$ cat src/bra_pkg.sv
package bra_pkg;
   // =========================================
   // Widths
   localparam int ADDR_W = 24;
   localparam int DATA_W = 16;
   localparam int FC_W   = 3;
   localparam int SIZ_W  = 2;
   // =========================================
   // Size line encodings
   localparam logic [1:0] SIZ_BYTE = 2'h1;
   localparam logic [1:0] SIZ_WORD = 2'h2;
   // =========================================
   // Show cycle field encodings
   localparam logic [1:0] SHOW_OFF      = 2'h0;
   localparam logic [1:0] SHOW_ON       = 2'h2;
   localparam logic [1:0] SHOW_ON_STALL = 2'h3;
   // =========================================
   // Timing
   localparam int SYNC_DLY = 2;
   localparam logic [1:0] SYNC_DLY_CNT = 2'h2;
   localparam logic [1:0] GRANT_GAP    = 2'h2;
endpackage

$ cat src/bra_if.sv
`timescale 1ns/100ps
`default_nettype none
interface bra_if;
   import bra_pkg::*;
   logic                address_strobe_n;
   logic                data_strobe_n;
   logic                ctrl_oe_n;
   logic [ADDR_W-1:0]   addr;
   logic [FC_W-1:0]     fc;
   logic [SIZ_W-1:0]    size_lines;
   logic                rd_wr;
   logic [DATA_W-1:0]   data_out;
   logic                data_oe_n;
   logic [DATA_W-1:0]   data_in;
   logic                locked_cycle_n;
   logic                transfer_acknowledge_n;
   logic                bus_error_in_n;
   logic                halt_n;
   logic                bus_request_n;
   logic                bus_grant_n;
   logic                grant_acknowledge_n;
   logic                factory_test_pin_n;
   modport dev (
      output address_strobe_n, data_strobe_n, ctrl_oe_n, addr, fc, size_lines, rd_wr,
             data_out, data_oe_n, locked_cycle_n, bus_grant_n,
      input  data_in, transfer_acknowledge_n, bus_error_in_n, halt_n, bus_request_n,
             grant_acknowledge_n, factory_test_pin_n
   );
   modport ext (
      input  address_strobe_n, data_strobe_n, ctrl_oe_n, addr, fc, size_lines, rd_wr,
             data_out, data_oe_n, locked_cycle_n, bus_grant_n,
      output data_in, transfer_acknowledge_n, bus_error_in_n, halt_n, bus_request_n,
             grant_acknowledge_n, factory_test_pin_n
   );
endinterface
`default_nettype wire

$ cat src/bra_ctrl.sv
// What this block does
// - Error plus halt ends cycle, strobes off
// - Rerun same cycle after both negate
// - Far side negates error before S2
// - Request with retry grants bus first
// - Locked sequence retries each cycle, lock held
// - No grant while locked; error plus request
// - Halt alone stops after current word
// - Halt holds external cycles until it negates
// - Error during halt becomes a retry
// - Halted: data floats, address held steady
// - Granted away floats; restored on return
// - Arbitration accepted normal, halted, double fault
// - Request, grant, acknowledge; device yields to pending grants, not to one issued as its cycle starts
// - Grant only at transfer end, unlocked
// - Master holds acknowledge while owning bus
// - Take bus on grant, acknowledge inactive
// - Drop grant after acknowledge; regrant if pending
// - Arbiter idle while request, acknowledge negated
// - Test pin low at reset: slave mode
// - Show off: address shown, strobes off
// - Show on: data strobe, internal data out
// - Byte write drives byte on both lanes
// - Retry forever; double fault still arbitrates
`timescale 1ns/100ps
`default_nettype none
module bra_ctrl (
   input  wire logic                       clk_sys,
   input  wire logic                       rstn,
   input  wire logic                       req_valid,
   input  wire logic                       req_internal,
   input  wire logic                       req_write,
   input  wire logic                       req_locked,
   input  wire logic [bra_pkg::ADDR_W-1:0] req_addr,
   input  wire logic [bra_pkg::FC_W-1:0]   req_fc,
   input  wire logic [bra_pkg::SIZ_W-1:0]  req_size,
   input  wire logic [bra_pkg::DATA_W-1:0] req_wdata,
   input  wire logic [1:0]                 show_cycle_field,
   input  wire logic                       double_fault,
   output logic                            req_ready,
   output logic                            done,
   output logic                            done_error,
   output logic [bra_pkg::DATA_W-1:0]      rdata,
   output logic                            halted,
   output logic                            slave_mode,
   output logic                            int_stall,
   bra_if.dev                              bus
);
   import bra_pkg::*;

   typedef enum logic [2:0] {CY_IDLE, CY_RUN, CY_WAITNEG, CY_SYNC, CY_HALT} bra_cyc_type;
   typedef enum logic [1:0] {AR_IDLE, AR_GRANT, AR_OWNED, AR_GAP} bra_arb_type;

   bra_cyc_type         cyc_ff;
   bra_arb_type         arb_ff;
   logic [3:0]          s1_ff;
   logic [3:0]          s2_ff;
   logic                bus_error_in_s;
   logic                halt_s;
   logic                br_s;
   logic                bga_s;
   logic                busy_ff;
   logic                int_ff;
   logic                wr_ff;
   logic                lock_ff;
   logic [ADDR_W-1:0]   addr_ff;
   logic [FC_W-1:0]     fc_ff;
   logic [SIZ_W-1:0]    siz_ff;
   logic [DATA_W-1:0]   wdat_ff;
   logic [1:0]          cnt_ff;
   logic                first_ff;
   logic                grant_ff;
   logic                away_ff;
   logic                as_ff;
   logic                ds_ff;
   logic                doe_ff;
   logic                show_on;
   logic                bus_free;

   function automatic logic [DATA_W-1:0] lane_dup(input logic [DATA_W-1:0] d, input logic [1:0] s);
      lane_dup = (s == SIZ_BYTE) ? {d[7:0], d[7:0]} : d;
   endfunction

   // =========================================
   // Synchronisers
   always_ff @(posedge clk_sys) begin
      s1_ff <= {bus.bus_error_in_n, bus.halt_n, bus.bus_request_n, bus.grant_acknowledge_n};
      s2_ff <= s1_ff;
   end
   assign bus_error_in_s  = !s2_ff[3];
   assign halt_s  = !s2_ff[2];
   assign br_s    = !s2_ff[1];
   assign bga_s   = !s2_ff[0];
   assign show_on = (show_cycle_field == SHOW_ON) || (show_cycle_field == SHOW_ON_STALL);
   assign bus_free = (cyc_ff == CY_IDLE || cyc_ff == CY_HALT || cyc_ff == CY_WAITNEG) && !lock_ff;

   // =========================================
   // Strap capture
   always_ff @(posedge clk_sys) begin
      if (!rstn) begin
         first_ff   <= 1'b1;
         slave_mode <= 1'b0;
      end else if (first_ff) begin
         first_ff   <= 1'b0;
         slave_mode <= !bus.factory_test_pin_n;
      end
   end

   // =========================================
   // Cycle sequencer
   always_ff @(posedge clk_sys) begin
      if (!rstn) begin
         cyc_ff <= CY_IDLE;
         cnt_ff <= '0;
      end else begin
         unique case (cyc_ff)
            CY_IDLE: begin
               if (busy_ff && !away_ff && arb_ff == AR_IDLE && !double_fault) begin
                  if (int_ff) begin
                     cyc_ff <= CY_RUN;
                  end else if (!halt_s) begin
                     cyc_ff <= CY_RUN;
                  end
               end
            end
            CY_RUN: begin
               if (int_ff) begin
                  cyc_ff <= CY_IDLE;
               end else if (bus_error_in_s && halt_s) begin
                  cyc_ff <= CY_WAITNEG;
               end else if (bus_error_in_s && br_s && lock_ff) begin
                  cyc_ff <= CY_WAITNEG;
               end else if (bus_error_in_s) begin
                  cyc_ff <= CY_IDLE;
               end else if (!bus.transfer_acknowledge_n) begin
                  cyc_ff <= halt_s ? CY_HALT : CY_IDLE;
               end
            end
            CY_WAITNEG: begin
               if (!bus_error_in_s && !halt_s && !away_ff && !br_s) begin
                  cyc_ff <= CY_SYNC;
                  cnt_ff <= SYNC_DLY_CNT;
               end
            end
            CY_SYNC: begin
               if (cnt_ff == '0) begin
                  cyc_ff <= CY_RUN;
               end else begin
                  cnt_ff <= cnt_ff - 2'h1;
               end
            end
            CY_HALT: begin
               if (!halt_s) begin
                  cyc_ff <= CY_IDLE;
               end else if (busy_ff && int_ff && !away_ff && !double_fault) begin
                  cyc_ff <= CY_RUN;
               end
            end
         endcase
      end
   end

   // =========================================
   // Held cycle attributes
   always_ff @(posedge clk_sys) begin
      if (!rstn) begin
         busy_ff <= 1'b0;
         int_ff  <= 1'b0;
         wr_ff   <= 1'b0;
         lock_ff <= 1'b0;
         addr_ff <= '0;
         fc_ff   <= '0;
         siz_ff  <= '0;
         wdat_ff <= '0;
      end else if (req_valid && req_ready) begin
         busy_ff <= 1'b1;
         int_ff  <= req_internal;
         wr_ff   <= req_write;
         lock_ff <= req_locked;
         addr_ff <= req_addr;
         fc_ff   <= req_fc;
         siz_ff  <= req_size;
         wdat_ff <= lane_dup(req_wdata, req_size);
      end else if (cyc_ff == CY_RUN && (int_ff || (!bus_error_in_s && !bus.transfer_acknowledge_n))) begin
         busy_ff <= 1'b0;
         lock_ff <= req_locked;
      end else if (cyc_ff == CY_RUN && bus_error_in_s && !halt_s && !(br_s && lock_ff)) begin
         busy_ff <= 1'b0;
         lock_ff <= req_locked;
      end
   end

   // =========================================
   // Arbiter
   always_ff @(posedge clk_sys) begin
      if (!rstn) begin
         arb_ff   <= AR_IDLE;
         grant_ff <= 1'b0;
      end else begin
         unique case (arb_ff)
            AR_IDLE: begin
               if (br_s && bus_free && !int_stall) begin
                  arb_ff   <= AR_GRANT;
                  grant_ff <= 1'b1;
               end
            end
            AR_GRANT: begin
               if (bga_s) begin
                  arb_ff   <= AR_OWNED;
                  grant_ff <= 1'b0;
               end else if (!br_s) begin
                  arb_ff   <= AR_IDLE;
                  grant_ff <= 1'b0;
               end
            end
            AR_OWNED: begin
               if (br_s) begin
                  arb_ff   <= AR_GAP;
                  grant_ff <= 1'b1;
               end else if (!bga_s) begin
                  arb_ff <= AR_IDLE;
               end
            end
            AR_GAP: begin
               if (!bga_s) begin
                  arb_ff   <= AR_GRANT;
               end else if (!br_s) begin
                  arb_ff   <= AR_OWNED;
                  grant_ff <= 1'b0;
               end
            end
         endcase
      end
   end

   // =========================================
   // Pin drive
   always_ff @(posedge clk_sys) begin
      if (!rstn) begin
         away_ff   <= 1'b0;
         as_ff     <= 1'b0;
         ds_ff     <= 1'b0;
         doe_ff    <= 1'b0;
         int_stall <= 1'b0;
      end else begin
         away_ff   <= (arb_ff == AR_OWNED) || (arb_ff == AR_GAP) || bga_s;
         int_stall <= away_ff && (show_cycle_field == SHOW_ON_STALL);
         if (cyc_ff == CY_RUN && !away_ff && !int_ff && !bus_error_in_s && bus.transfer_acknowledge_n) begin
            as_ff  <= 1'b1;
            ds_ff  <= 1'b1;
            doe_ff <= wr_ff;
         end else if (cyc_ff == CY_RUN && int_ff && show_on && !away_ff) begin
            as_ff  <= 1'b0;
            ds_ff  <= 1'b1;
            doe_ff <= 1'b1;
         end else begin
            as_ff  <= 1'b0;
            ds_ff  <= 1'b0;
            doe_ff <= 1'b0;
         end
      end
   end

   always_ff @(posedge clk_sys) begin
      if (!rstn) begin
         bus.address_strobe_n <= 1'b1;
         bus.data_strobe_n    <= 1'b1;
         bus.ctrl_oe_n        <= 1'b0;
         bus.data_oe_n        <= 1'b1;
         bus.addr             <= '0;
         bus.fc               <= '0;
         bus.size_lines       <= '0;
         bus.rd_wr            <= 1'b1;
         bus.data_out         <= '0;
         bus.locked_cycle_n   <= 1'b1;
         bus.bus_grant_n      <= 1'b1;
      end else begin
         bus.address_strobe_n <= !as_ff;
         bus.data_strobe_n    <= !ds_ff;
         bus.ctrl_oe_n        <= away_ff;
         bus.data_oe_n        <= !doe_ff || away_ff;
         bus.addr             <= addr_ff;
         bus.fc               <= fc_ff;
         bus.size_lines       <= siz_ff;
         bus.rd_wr            <= !wr_ff;
         bus.data_out         <= wdat_ff;
         bus.locked_cycle_n   <= !lock_ff;
         bus.bus_grant_n      <= !grant_ff;
      end
   end

   // =========================================
   // User side
   always_ff @(posedge clk_sys) begin
      if (!rstn) begin
         req_ready  <= 1'b0;
         done       <= 1'b0;
         done_error <= 1'b0;
         rdata      <= '0;
         halted     <= 1'b0;
      end else begin
         req_ready  <= !busy_ff && !(req_valid && req_ready) && !int_stall;
         done       <= cyc_ff == CY_RUN && (int_ff || (!bus_error_in_s && !bus.transfer_acknowledge_n));
         done_error <= cyc_ff == CY_RUN && !int_ff && bus_error_in_s && !halt_s && !(br_s && lock_ff);
         if (cyc_ff == CY_RUN && !bus.transfer_acknowledge_n) begin
            rdata <= bus.data_in;
         end
         halted     <= (cyc_ff == CY_HALT) || double_fault;
      end
   end
endmodule
`default_nettype wire

$ cat src/flat_wrapper.sv
// flat-port wrapper written by rule: the top's interface ports become plain ports
module bra_ctrl_flat import bra_pkg::*;
  (clk_sys, rstn, req_valid, req_internal, req_write, req_locked, req_addr, req_fc, req_size, req_wdata, show_cycle_field, double_fault, req_ready, done, done_error, rdata, halted, slave_mode, int_stall, bus_address_strobe_n, bus_data_strobe_n, bus_ctrl_oe_n, bus_addr, bus_fc, bus_size_lines, bus_rd_wr, bus_data_out, bus_data_oe_n, bus_locked_cycle_n, bus_bus_grant_n, bus_data_in, bus_transfer_acknowledge_n, bus_bus_error_in_n, bus_halt_n, bus_bus_request_n, bus_grant_acknowledge_n, bus_factory_test_pin_n);
  bra_if bus_i ();
  input  wire logic clk_sys;
  input  wire logic rstn;
  input  wire logic req_valid;
  input  wire logic req_internal;
  input  wire logic req_write;
  input  wire logic req_locked;
  input  wire logic [bra_pkg::ADDR_W-1:0] req_addr;
  input  wire logic [bra_pkg::FC_W-1:0] req_fc;
  input  wire logic [bra_pkg::SIZ_W-1:0] req_size;
  input  wire logic [bra_pkg::DATA_W-1:0] req_wdata;
  input  wire logic [1:0] show_cycle_field;
  input  wire logic double_fault;
  output logic req_ready;
  output logic done;
  output logic done_error;
  output logic [bra_pkg::DATA_W-1:0] rdata;
  output logic halted;
  output logic slave_mode;
  output logic int_stall;
  output wire logic [$bits(bus_i.address_strobe_n)-1:0] bus_address_strobe_n;
  output wire logic [$bits(bus_i.data_strobe_n)-1:0] bus_data_strobe_n;
  output wire logic [$bits(bus_i.ctrl_oe_n)-1:0] bus_ctrl_oe_n;
  output wire logic [$bits(bus_i.addr)-1:0] bus_addr;
  output wire logic [$bits(bus_i.fc)-1:0] bus_fc;
  output wire logic [$bits(bus_i.size_lines)-1:0] bus_size_lines;
  output wire logic [$bits(bus_i.rd_wr)-1:0] bus_rd_wr;
  output wire logic [$bits(bus_i.data_out)-1:0] bus_data_out;
  output wire logic [$bits(bus_i.data_oe_n)-1:0] bus_data_oe_n;
  output wire logic [$bits(bus_i.locked_cycle_n)-1:0] bus_locked_cycle_n;
  output wire logic [$bits(bus_i.bus_grant_n)-1:0] bus_bus_grant_n;
  input wire logic [$bits(bus_i.data_in)-1:0] bus_data_in;
  input wire logic [$bits(bus_i.transfer_acknowledge_n)-1:0] bus_transfer_acknowledge_n;
  input wire logic [$bits(bus_i.bus_error_in_n)-1:0] bus_bus_error_in_n;
  input wire logic [$bits(bus_i.halt_n)-1:0] bus_halt_n;
  input wire logic [$bits(bus_i.bus_request_n)-1:0] bus_bus_request_n;
  input wire logic [$bits(bus_i.grant_acknowledge_n)-1:0] bus_grant_acknowledge_n;
  input wire logic [$bits(bus_i.factory_test_pin_n)-1:0] bus_factory_test_pin_n;
  assign bus_address_strobe_n = bus_i.address_strobe_n;
  assign bus_data_strobe_n = bus_i.data_strobe_n;
  assign bus_ctrl_oe_n = bus_i.ctrl_oe_n;
  assign bus_addr = bus_i.addr;
  assign bus_fc = bus_i.fc;
  assign bus_size_lines = bus_i.size_lines;
  assign bus_rd_wr = bus_i.rd_wr;
  assign bus_data_out = bus_i.data_out;
  assign bus_data_oe_n = bus_i.data_oe_n;
  assign bus_locked_cycle_n = bus_i.locked_cycle_n;
  assign bus_bus_grant_n = bus_i.bus_grant_n;
  assign bus_i.data_in = bus_data_in;
  assign bus_i.transfer_acknowledge_n = bus_transfer_acknowledge_n;
  assign bus_i.bus_error_in_n = bus_bus_error_in_n;
  assign bus_i.halt_n = bus_halt_n;
  assign bus_i.bus_request_n = bus_bus_request_n;
  assign bus_i.grant_acknowledge_n = bus_grant_acknowledge_n;
  assign bus_i.factory_test_pin_n = bus_factory_test_pin_n;
  bra_ctrl u_core (.clk_sys(clk_sys), .rstn(rstn), .req_valid(req_valid), .req_internal(req_internal), .req_write(req_write), .req_locked(req_locked), .req_addr(req_addr), .req_fc(req_fc), .req_size(req_size), .req_wdata(req_wdata), .show_cycle_field(show_cycle_field), .double_fault(double_fault), .req_ready(req_ready), .done(done), .done_error(done_error), .rdata(rdata), .halted(halted), .slave_mode(slave_mode), .int_stall(int_stall), .bus(bus_i));
endmodule
$ cat config.mk
export PLATFORM = sky130hd
export DESIGN_NAME = bra_ctrl_flat
export DESIGN_NICKNAME = d
export VERILOG_FILES = /design/src/bra_pkg.sv /design/src/bra_if.sv /design/src/bra_ctrl.sv /design/src/flat_wrapper.sv
export SDC_FILE = /design/constraint.sdc
export NUM_CORES = 1
export LEC_CHECK = 0
export ABC_AREA = 1
export BUFFER_PORTS_ARGS = -buffer_cell sky130_fd_sc_hd__buf_2
export CELL_PAD_IN_SITES_DETAIL_PLACEMENT = 1
export CELL_PAD_IN_SITES_GLOBAL_PLACEMENT = 2
export CORE_ASPECT_RATIO = 0.8
export CORE_UTILIZATION = 30
export CTS_BUF_LIST = sky130_fd_sc_hd__clkbuf_4 sky130_fd_sc_hd__clkbuf_8
export DETAILED_ROUTE_END_ITERATION = 10
export PLACE_DENSITY_LB_ADDON = 0.15
export RECOVER_POWER = 50
export SLEW_MARGIN = 20
export SYNTH_ARGS = -nofsm -noshare
export SYNTH_HDL_FRONTEND = slang
export SYNTH_SLANG_ARGS = --single-unit
$ cat constraint.sdc
create_clock -name clk_sys -period 1.46 [get_ports clk_sys]
set_clock_uncertainty 0.15 [all_clocks]
set_input_delay 0.073 -clock clk_sys [delete_from_list [all_inputs] [get_ports clk_sys]]
set_output_delay 0.073 -clock clk_sys [all_outputs]
set_load 0.02 [all_outputs]
Word level (Yosys, flattened, before mapping):

Cells that the tools add are included.

* add/sub/neg operators: 1
* muxes and demuxes: 43
* reduce and logical (&&, ||, !) cells: 73
* equal/unequal tests: 23

Operators with widths (count)
* $mux W3: 13
* $logic_and A1 B1 Y1: 37
* $logic_not A1 Y1: 19
* $mux W2: 9
* $mux W1: 16
* $mux W16: 1
* $pmux W3 S5: 1
* $ne A2 B2 Y1 const B: 6
* $ne A3 B1 Y1 const B: 3
* $eq A2 B2 Y1 const B: 4
* $logic_or A1 B1 Y1: 8
* $pmux W2 S4: 1
* $eq A3 B2 Y1 const B: 2
* $ne A6 B6 Y1 const B: 1
* $reduce_and A3 Y1: 2
* $reduce_and A6 Y1: 1
* $eq A2 B1 Y1 const B: 2
* $logic_not A2 Y1: 2
* $pmux W1 S4: 1
* $pmux W2 S2: 1
* $reduce_and A4 Y1: 1
* $eq A3 B1 Y1 const B: 1
* $eq A3 B3 Y1 const B: 1
* $logic_not A3 Y1: 1
* other kinds (6): 6

* output and inout port bits: 74
* flip-flop bits (word level): 144
* bits of input ports: 76

Longest topological paths before layout:

Gate-level depths: netlist (run 1).

* depth after elaboration: 8
* depth in mapped cells: 9

Least setup slack after synthesis (run 1):

OpenSTA, ideal clock, no wires.

* path kind: reg2reg
* start: register u_core.req_ready
* end: register u_core.wdat_ff[14]
* period minus slack after synthesis: 1.384 ns
* cell stages (with the launch flop): 6
* arrival time: 1.141 ns
* slack: 0.076 ns
* setup time: 0.092 ns
* path buffers: 1
* cell sequence: dfxtp_1 -> nand2_1 -> inv_1 -> nand2_1 -> clkbuf_1 -> o32ai_1

* longest elaborated chain between the ends: 1

RTL lines
* start: declaration: line bra_ctrl.sv:40 `output logic req_ready,`
* start signal: assignment: line bra_ctrl.sv:302 `req_ready <= !busy_ff && !(req_valid && req_ready) && !int_stall;`
* $logic_and A1 B1 Y1: line bra_ctrl.sv:175 `end else if (req_valid && req_ready) begin`
* end signal: assignment: line bra_ctrl.sv:183 `wdat_ff <= lane_dup(req_wdata, req_size);`
* end: declaration: line bra_ctrl.sv:69 `logic [DATA_W-1:0] wdat_ff;`

No other way between the ends.
A chain may end at the register's enable or synchronous reset.

Worst setup path after layout (run 1):

* start: register u_core.cyc_ff[0]
* end: register u_core.lock_ff

* longest elaborated chain between the ends: 5
* elaborated cells on any way between the ends: 8
* those cells by class: eq/ne (1); mux (2); reduce/logical (5)

RTL lines
* start: declaration: line bra_ctrl.sv:54 `bra_cyc_type cyc_ff;`
* start signal: assignment: line bra_ctrl.sv:136 `cyc_ff <= halt_s ? CY_HALT : CY_IDLE;`
* $eq A3 B1 Y1 (*): line bra_ctrl.sv:184, bra_ctrl.sv:187
* $logic_and A1 B1 Y1 (3 in series): line bra_ctrl.sv:187 `end else if (cyc_ff == CY_RUN && bus_error_in_s && !halt_s && !(br_s && lock_ff)) begin`
* $reduce_bool A3 Y1 (no line)
* end signal: assignment: line bra_ctrl.sv:179 `lock_ff <= req_locked;`
* end signal: assignment: line bra_ctrl.sv:186 `lock_ff <= req_locked;`
* end signal: assignment: line bra_ctrl.sv:189 `lock_ff <= req_locked;`
* end: declaration: line bra_ctrl.sv:65 `logic lock_ff;`

Every way passes the cells marked *; elsewhere a longest branch is shown, timed or not.

==> results.toml, run 1 <==
[placed_design]
gp_congestion = 0.761
placed_cell_area_um2 = 5810
io_buffers = 149
dp_cells = 916
dp_slack_ns = -0.0421
dp_hpwl_mm = 9.03

[worst_setup_path]
reg2reg_setup_slack_ns = 0.02
cp-end-kind = "flip-flop"
cp-start-kind = "flip-flop"
critical_path_class = "reg2reg"
worstReg2RegEnd = "u_core.lock_ff"
crit_fanout = 7
reg2reg_from = "u_core.cyc_ff[0]"
arrival_ns = 1.62
r2r.worst_path.cells = 7
required_ns = 1.64

[cts]
clkTransAtPathRegs_ns = 0.08
cts_tree = "yes"
clkSinkCount = 144
htree_levels = 4
cts_buffer_depth = 2
numCtsBuffers = 17
insertion_delay_ns = 0.44
cts-root-buf = "clkbuf_8"

[yosys]
synth_top_cell_area_share = 0.609
yosys.area.top_type = "dfxtp_1"
yosys-top-cells-area = "dfxtp_1 61%, nor2_1 8.8%, nand2_1 6.9%"
syn_inst = 563
netlist-cell-type-count = 31
yosysSeqAreaShare = 0.609
synthesis.area_um2 = 4730
syn_avg_cell_area_um2 = 8.41
syn_nets = 640
synth.ff_latch_count = 144
yosys_warnings = 0

[routing]
wl_per_cell_um = 13.4
drt-total-wl_mm = 13.9
vias = 4441
dr.first_iter.drc_count = 134
via_per_inst = 4.28
antenna_left = 0
drtPass1Iterations = 4
route.detailed.drc = 0

[final_layout]
finalNonFillerCells = 1037
drive_gt1_frac = 0.296
finish.utilization = 0.471
layout_commonest_cell = "buf_2"
final_area_um2 = 7170
layout.cells.most_common_list = "149 x buf_2, 135 x dfxtp_1, 107 x nor2_1"
num_antenna_cells = 0
nets = 891
area_growth_pct = 51.5

[run]
maxCapViolations = 0

[grt]
grt_pass1_vias = 4565
grt.overflow.total = 0
grt_pass1_wl_mm = 22.0
grt_max_degree = 55
grt_antenna_before_repair = 0
grt_usage = 0.176

[timing]
rsz0062_at_grt = "true"
clock.fmax_mhz = 695
slew_viol_final = 0
setup_viol = 0
holdWs_ns = 0.0312
tightest_slew_ns = 0.311
post-route-period-util = 0.986
max_slew_margin = 0.792
period_minus_slack_ns = 1.44
final.setup.tns_ns = 0
hold_violations = 0
layout_setup_ws_ns = 0.0211

[hold_path]
min_to = "u_core.int_ff"
holdPathStages = 4
hp-class = "in2reg"
worstHoldStart = "req_valid"

[floorplanning]
start_util = 0.311
die_y_um = 114
num_rows = 40
die_w_um = 142
pin_count = 150
dieArea_um2 = 16300
core_area_um2 = 15200

[status]
status = "finished clean"

[power_and_ir_drop]
power_density_nw_per_um2 = 1350
finalPower_mw = 9.67
p_leak_nw = 3.70
vdd_drop_max_v = 0.000896
cell usage after synthesis:
cell type	n
o21a_1	1
inv_2	1
o21ai_0	26
dfxtp_1	144
clkinv_1	1
o32ai_1	8
a21oi_1	47
buf_6	1
nor2_4	2
nand2_1	87
inv_4	1
nand4_1	5
ha_1	1
clkbuf_1	7
o21ai_1	2
nor4_1	1
nor2_2	4
nand3_2	2
buf_2	8
nand4_2	1
a21o_1	1
buf_4	1
a22oi_1	1
nand3_1	15
nor3_1	5
a21oi_2	1
inv_1	70
buf_1	5
and2_1	1
nand2_2	2
nor2_1	111
how the worst max path moves through the flow:
| stage | startpoint | end | slack (ns) |
|---|---|---|---|
| after global placement | u_core.cyc_ff[0] | u_core.rdata[11] | 0.05 |
| after detailed placement | u_core.cyc_ff[0] | u_core.cnt_ff[1] | -0.04 |
| after global routing | u_core.cyc_ff[2] | u_core.lock_ff | -0.03 |
| after floorplan | u_core.req_ready | u_core.wdat_ff[14] | 0.08 |
| after CTS | u_core.cyc_ff[1] | u_core.rdata[0] | 0.001 |
| final | u_core.cyc_ff[0] | u_core.lock_ff | 0.02 |
what timing repair did:
item / 4_1_cts / 5_1_grt
setup buffers: 0 / 4
pin swaps: 0 / 8
hold buffers: 85 / 0
setup endpoints to repair: 21 / 28
resized for setup: 2 / 39
endpoints found under the hold margin: 87 / 0
worst max-delay path, cell delays in order, from the launching register on:
cell,delay (ns)
dfxtp_4,0.42
nand2_2,0.11
nor2_4,0.21
nand2_2,0.10
nand2_2,0.10
nor2_1,0.04
o21ai_0,0.14
nor2_1,0.06
routing by layer:
layer  up-vias  GRT usage  wire length (µm)
met4         0     0.0559               150
met1      2059      0.210              6530
met3        12     0.0514               700
met2       102      0.304              6520
li1       2268          -                 -
met5         -          0                 0
kinds of logic (layout without fill, tap and decap cells):
group / after synthesis / count (layout) / share of synthesized area
AOI/OAI and AO/OA: 87 / 87 / 0.101
adders and majority gates: 1 / 1 / 0.00264
buffers and inverters: 95 / 359 / 0.0804
DFF: 144 / 144 / 0.609
and+or+nand+nor: 236 / 236 / 0.207
area by class of cell:
class | instances | area [µm²]
tap | 210 | 263
timing repair buffer | 254 | 1800
sequential | 144 | 2900
inverter | 73 | 282
multi-input combinational | 324 | 1550
fill | 1868 | 8040
clock inverter | 13 | 113
clock buffer | 19 | 262
state kept, by name, indices dropped and copies added (netlist names), 2 cells and up:
register               cells
u_core.bus.data_out       16
u_core.rdata              16
u_core.fc_ff               3
u_core.bus.size_lines      2
u_core.s2_ff               4
u_core.addr_ff            24
u_core.cnt_ff              2
u_core.s1_ff               4
u_core.wdat_ff            16
u_core.cyc_ff              3
u_core.bus.fc              3
u_core.arb_ff              2
u_core.bus.addr           24
u_core.siz_ff              2
power by group:
group | leakage (nW) | total (mW) | internal (mW) | switching [mW]
sequential | 1.18 | 4.58 | 4.35 | 0.230
combinational | 2.33 | 2.13 | 0.869 | 1.26
clock | 0.188 | 2.96 | 1.43 | 1.52
Power figures use the tool's default switching activity.
==> inputs of run 2 (changes only) <==
GPL_TIMING_DRIVEN = 0   (was not set)
==> run 2 against run 1 <==
- critical path type unchanged
- count of clock-buffer cells in the layout is 2 lower
- sequential power hardly changed
- critical path depth is 2 higher
- highest routed layer unchanged
- largest power group unchanged
- largest cell class unchanged
==> results.toml, run 2 (same netlist as run 1, synthesis figures left out) <==
[status]
status = "finished clean"

[cts]
insertion_delay_ns = 0.44
cts_tree = "yes"
cts_buffer_depth = 2
cts-root-buf = "clkbuf_8"
htree_levels = 4
clkSinkCount = 144
numCtsBuffers = 17
clkTransAtPathRegs_ns = 0.09

[grt]
grt_usage = 0.180
grt.overflow.total = 0
grt_max_degree = 20
grt_pass1_wl_mm = 22.1
grt_pass1_vias = 4513
grt_antenna_before_repair = 1

[hold_path]
holdPathStages = 3
worstHoldStart = "rstn"
hp-class = "in2reg"
min_to = "u_core.bus.rd_wr"

[power_and_ir_drop]
power_density_nw_per_um2 = 1330
p_leak_nw = 3.55
finalPower_mw = 9.52
vdd_drop_max_v = 0.000638

[floorplanning]
start_util = 0.311
die_w_um = 142
num_rows = 40
die_y_um = 114
core_area_um2 = 15200
pin_count = 150
dieArea_um2 = 16300

[timing]
max_slew_margin = 0.646
rsz0062_at_grt = "true"
setup_viol = 0
hold_violations = 0
clock.fmax_mhz = 692
tightest_slew_ns = 0.532
slew_viol_final = 0
period_minus_slack_ns = 1.45
post-route-period-util = 0.990
final.setup.tns_ns = 0
layout_setup_ws_ns = 0.0139

[routing]
drt-total-wl_mm = 14.4
highest_layer = "met4"
met2_length_mm = 6.68
wl_met3_um = 840
route.detailed.drc = 0
drtPass1Iterations = 4
wl_per_cell_um = 13.7
drt-met1-wl_mm = 6.71
vias = 4545
via_per_inst = 4.33
dr.first_iter.drc_count = 177
antenna_left = 0

[worst_setup_path]
cp-end-kind = "flip-flop"
crit_fanout = 5
reg2reg_from = "u_core.s2_ff[3]"
r2r.worst_path.cells = 9
required_ns = 1.64
arrival_ns = 1.63
cp-start-kind = "flip-flop"
reg2reg_setup_slack_ns = 0.01
critical_path_class = "reg2reg"
worstReg2RegEnd = "u_core.cyc_ff[0]"

[final_layout]
num_antenna_cells = 0
layout_commonest_cell = "dfxtp_1"
finish.utilization = 0.469
area_growth_pct = 50.8
reg_top3 = "u_core.addr_ff x24, u_core.bus.addr x24"
finalNonFillerCells = 1050
drive_gt1_frac = 0.263
nFillCells = 1903
layout.cells.most_common_list = "132 x dfxtp_1, 111 x buf_2, 103 x nor2_1"
nets = 905

[placed_design]
io_buffers = 148
dp_cells = 921
dp_hpwl_mm = 9.66
dp_slack_ns = -0.161
gp_congestion = 0.813

[run]
maxCapViolations = 0
run 2: cell types whose count changed in the layout (fill, tap and decap cells not counted), sizes merged:
cell         before  now
dlygate4sd3      85   84
inv              73   74
buf             169  134
clkinvlp          3    4
clkbuf           19   67
bufinv            1    0
run 2: where the power goes:
| part | switching, mW | leakage (nW) | total (mW) | internal (mW) |
|---|---|---|---|---|
| Clock | 1.56 | 0.164 | 2.71 | 1.16 |
| Combinational | 1.31 | 2.20 | 2.22 | 0.903 |
| Sequential | 0.241 | 1.19 | 4.59 | 4.35 |
run 2: worst max-delay path, cell delays in order, from the launching register on:
cell	delay, ns
dfxtp_2	0.35
inv_2	0.06
nor2_2	0.14
nand2_2	0.08
nand2_2	0.08
nand2_1	0.09
nor2_4	0.16
nand3_2	0.10
nand2_1	0.07
nor2_1	0.04
run 2: worst max-delay path by stage:
stage,end,cells after the start,start,slack [ns]
floorplan,u_core.wdat_ff[14],5,u_core.req_ready,0.08
global placement,u_core.int_ff,4,u_core.req_ready,-0.15
detailed placement,u_core.wdat_ff[5],5,u_core.req_ready,-0.16
CTS,u_core.wdat_ff[11],5,u_core.req_ready,0.004
global route,u_core.cyc_ff[0],9,u_core.s2_ff[3],-0.08
finish,u_core.cyc_ff[0],9,u_core.s2_ff[3],0.01
run 2: layer usage:
metal | track usage | vias to the layer above
met4 | 0.0588 | 0
met2 | 0.294 | 105
met1 | 0.223 | 2128
met5 | 0 | -
li1 | - | 2300
met3 | 0.0586 | 12
run 2: metrics by stage:
step	area [µm²]	hold WS (ns)
after floorplan	4730	-0.0493
after global placement	5740	0.0253
after detailed placement	5740	0.0271
after CTS	6970	0.00273
after global routing	7140	0.00667
final	7140	0.0156
run 2: area by class of cell:
class | instances | area (µm²) | share of cell area
flip-flops and latches | 144 | 2920 | 0.408
repair buffers | 248 | 1650 | 0.231
multi-input cells | 324 | 1580 | 0.221
inverters | 73 | 287 | 0.0401
well taps | 210 | 263 | 0.0368
clock buffers | 17 | 234 | 0.0328
plain buffers | 20 | 116 | 0.0163
clock inverters | 14 | 95.1 | 0.0133
run 2: repair_timing:
action / CTS / global route
hold buffers: 84 / 0
pin swaps: 3 / 8
gates resized for setup: 18 / 49
hold endpoints to repair: 81 / 0
buffers inserted: 4 / 12
setup endpoints to repair: 65 / 65
==> inputs of run 3 (changes only) <==
PLACE_DENSITY = 0.84   (was not set)
PLACE_DENSITY_LB_ADDON = not set   (was 0.15)
==> run 3 against run 2 <==
- the flow now finishes with violations (negative setup slack)
- total power increased by 6.4%
- non-clock buffer count decreased by 10
- register-to-register slack got worse by 0.04 ns
- combinational power increased by 5%
- clock power increased by 18%
- global-route usage increased by 0.78 points
- fmax decreased by 2.7%
- sequential cell count unchanged
- die area unchanged
- final cell count decreased by 0.86%
- largest cell class unchanged
- highest routed layer unchanged
==> results.toml, run 3 (same netlist as run 1, synthesis figures left out) <==
[worst_setup_path]
required_ns = 1.66
reg2reg_setup_slack_ns = -0.03
critical_path_class = "reg2reg"
arrival_ns = 1.69
crit_fanout = 10
worstReg2RegEnd = "u_core.rdata[12]"
reg2reg_from = "u_core.cyc_ff[1]"
cp-start-kind = "flip-flop"
cp-end-kind = "flip-flop"
critPathLaunch = "u_core.cyc_ff[1]"
r2r.worst_path.cells = 7

[timing]
post-route-period-util = 1.02
clock.fmax_mhz = 673
rsz0062_at_grt = "true"
final.setup.tns_ns = -0.0389
hold_violations = 0
slew_viol_final = 0
tightest_slew_ns = 0.478
setup_viol = 2
max_slew_margin = 0.681
period_minus_slack_ns = 1.49
layout_setup_ws_ns = -0.0270

[grt]
grt_antenna_before_repair = 0
grt_max_degree = 20
grt_pass1_vias = 4795
grt_usage = 0.188
grt.overflow.total = 0
grt_pass1_wl_mm = 23.3

[placed_design]
dp_hpwl_mm = 9.90
dp_slack_ns = -0.188
gp_congestion = 0.814
io_buffers = 148
placed_cell_area_um2 = 5740

[final_layout]
reg_top3 = "u_core.addr_ff x24, u_core.bus.addr x24"
nFillCells = 1867
area_growth_pct = 53.0
final_area_um2 = 7240
layout.cells.most_common_list = "152 x buf_2, 134 x dfxtp_1, 93 x nor2_1"
drive_gt1_frac = 0.331
nets = 895
num_antenna_cells = 0
layout_commonest_cell = "buf_2"

[power_and_ir_drop]
finalPower_mw = 10.1
power_density_nw_per_um2 = 1400
p_leak_nw = 3.69
vdd_drop_max_v = 0.000608

[routing]
via_per_inst = 4.40
drtPass1Iterations = 4
vias = 4577
antenna_left = 0
wl_per_cell_um = 14.8
route.detailed.drc = 0
dr.first_iter.drc_count = 157
drt-total-wl_mm = 15.4

[cts]
insertion_delay_ns = 0.45
htree_levels = 4
cts-root-buf = "clkbuf_8"
numCtsBuffers = 17
cts_tree = "yes"
clkTransAtPathRegs_ns = 0.09
cts_buffer_depth = 2
clkSinkCount = 144

[floorplanning]
num_rows = 40
pin_count = 150
die_y_um = 114
start_util = 0.311
dieArea_um2 = 16300
core_area_um2 = 15200
die_w_um = 142

[hold_path]
holdPathStages = 2
hp-class = "in2reg"
min_to = "u_core.s1_ff[1]"
worstHoldStart = "bus_bus_request_n"

[status]
violations = "negative setup slack"
status = "complete, but fails checks"

[run]
maxCapViolations = 0
run 3: cell types whose count changed in the layout (fill, tap and decap cells not counted), sizes merged:
cell / before / now
bufinv: 0 / 1
inv: 74 / 80
clkbuf: 67 / 25
clkinv: 9 / 4
dlygate4sd3: 84 / 76
clkinvlp: 4 / 2
buf: 134 / 175
run 3: worst max-delay path by stage:
stage	end	slack, ns	cells after the start
after floorplan	u_core.wdat_ff[14]	0.08	5
after global placement	u_core.wdat_ff[3]	-0.14	5
after detailed placement	u_core.wdat_ff[4]	-0.19	5
after CTS	u_core.wdat_ff[14]	0.008	5
after global routing	u_core.rdata[12]	-0.09	7
final	u_core.rdata[12]	-0.03	7
run 3: critical path: stages (launching register included):
cell	delay, ns
dfxtp_4	0.40
inv_4	0.09
nand3_4	0.11
nor2_4	0.21
inv_4	0.09
buf_12	0.16
nor2_1	0.11
nor2_1	0.06
run 3: area by class of cell:
| class | instances | area (µm²) | share of cell area |
|---|---|---|---|
| repair buffers | 238 | 1610 | 0.222 |
| clock inverters | 14 | 149 | 0.0206 |
| flip-flops and latches | 144 | 2910 | 0.402 |
| inverters | 73 | 287 | 0.0396 |
| clock buffers | 18 | 248 | 0.0342 |
| well taps | 210 | 263 | 0.0363 |
| plain buffers | 20 | 126 | 0.0175 |
| multi-input cells | 324 | 1650 | 0.228 |
run 3: power breakdown:
| part | total (mW) | internal [mW] | leakage [nW] | switching, mW |
|---|---|---|---|---|
| registers | 4.61 | 4.34 | 1.18 | 0.264 |
| logic | 2.33 | 0.952 | 2.31 | 1.38 |
| clock network | 3.19 | 1.46 | 0.197 | 1.73 |
run 3: metal layers:
metal | track usage | wire length [µm] | vias to the layer above
met4 | 0.0688 | 243 | 0
met1 | 0.223 | 6550 | 2194
li1 | - | - | 2273
met3 | 0.0485 | 607 | 17
met2 | 0.326 | 7960 | 93
met5 | 0 | 0 | -
run 3: metrics by stage:
step,utilization,cells,hold slack [ns]
floorplan,-,563,-0.0493
global placement,0.377,921,0.0271
detailed placement,0.377,921,0.0272
CTS,0.456,1030,0.0692
global route,0.476,1041,0.0785
finish,0.476,1041,0.111
run 3: repair_timing:
item,in CTS,in global routing
buffers inserted,3,11
pin swaps,3,10
setup endpoints to repair,68,64
hold buffers,76,0
hold endpoints to repair,84,0
resized for setup,13,80
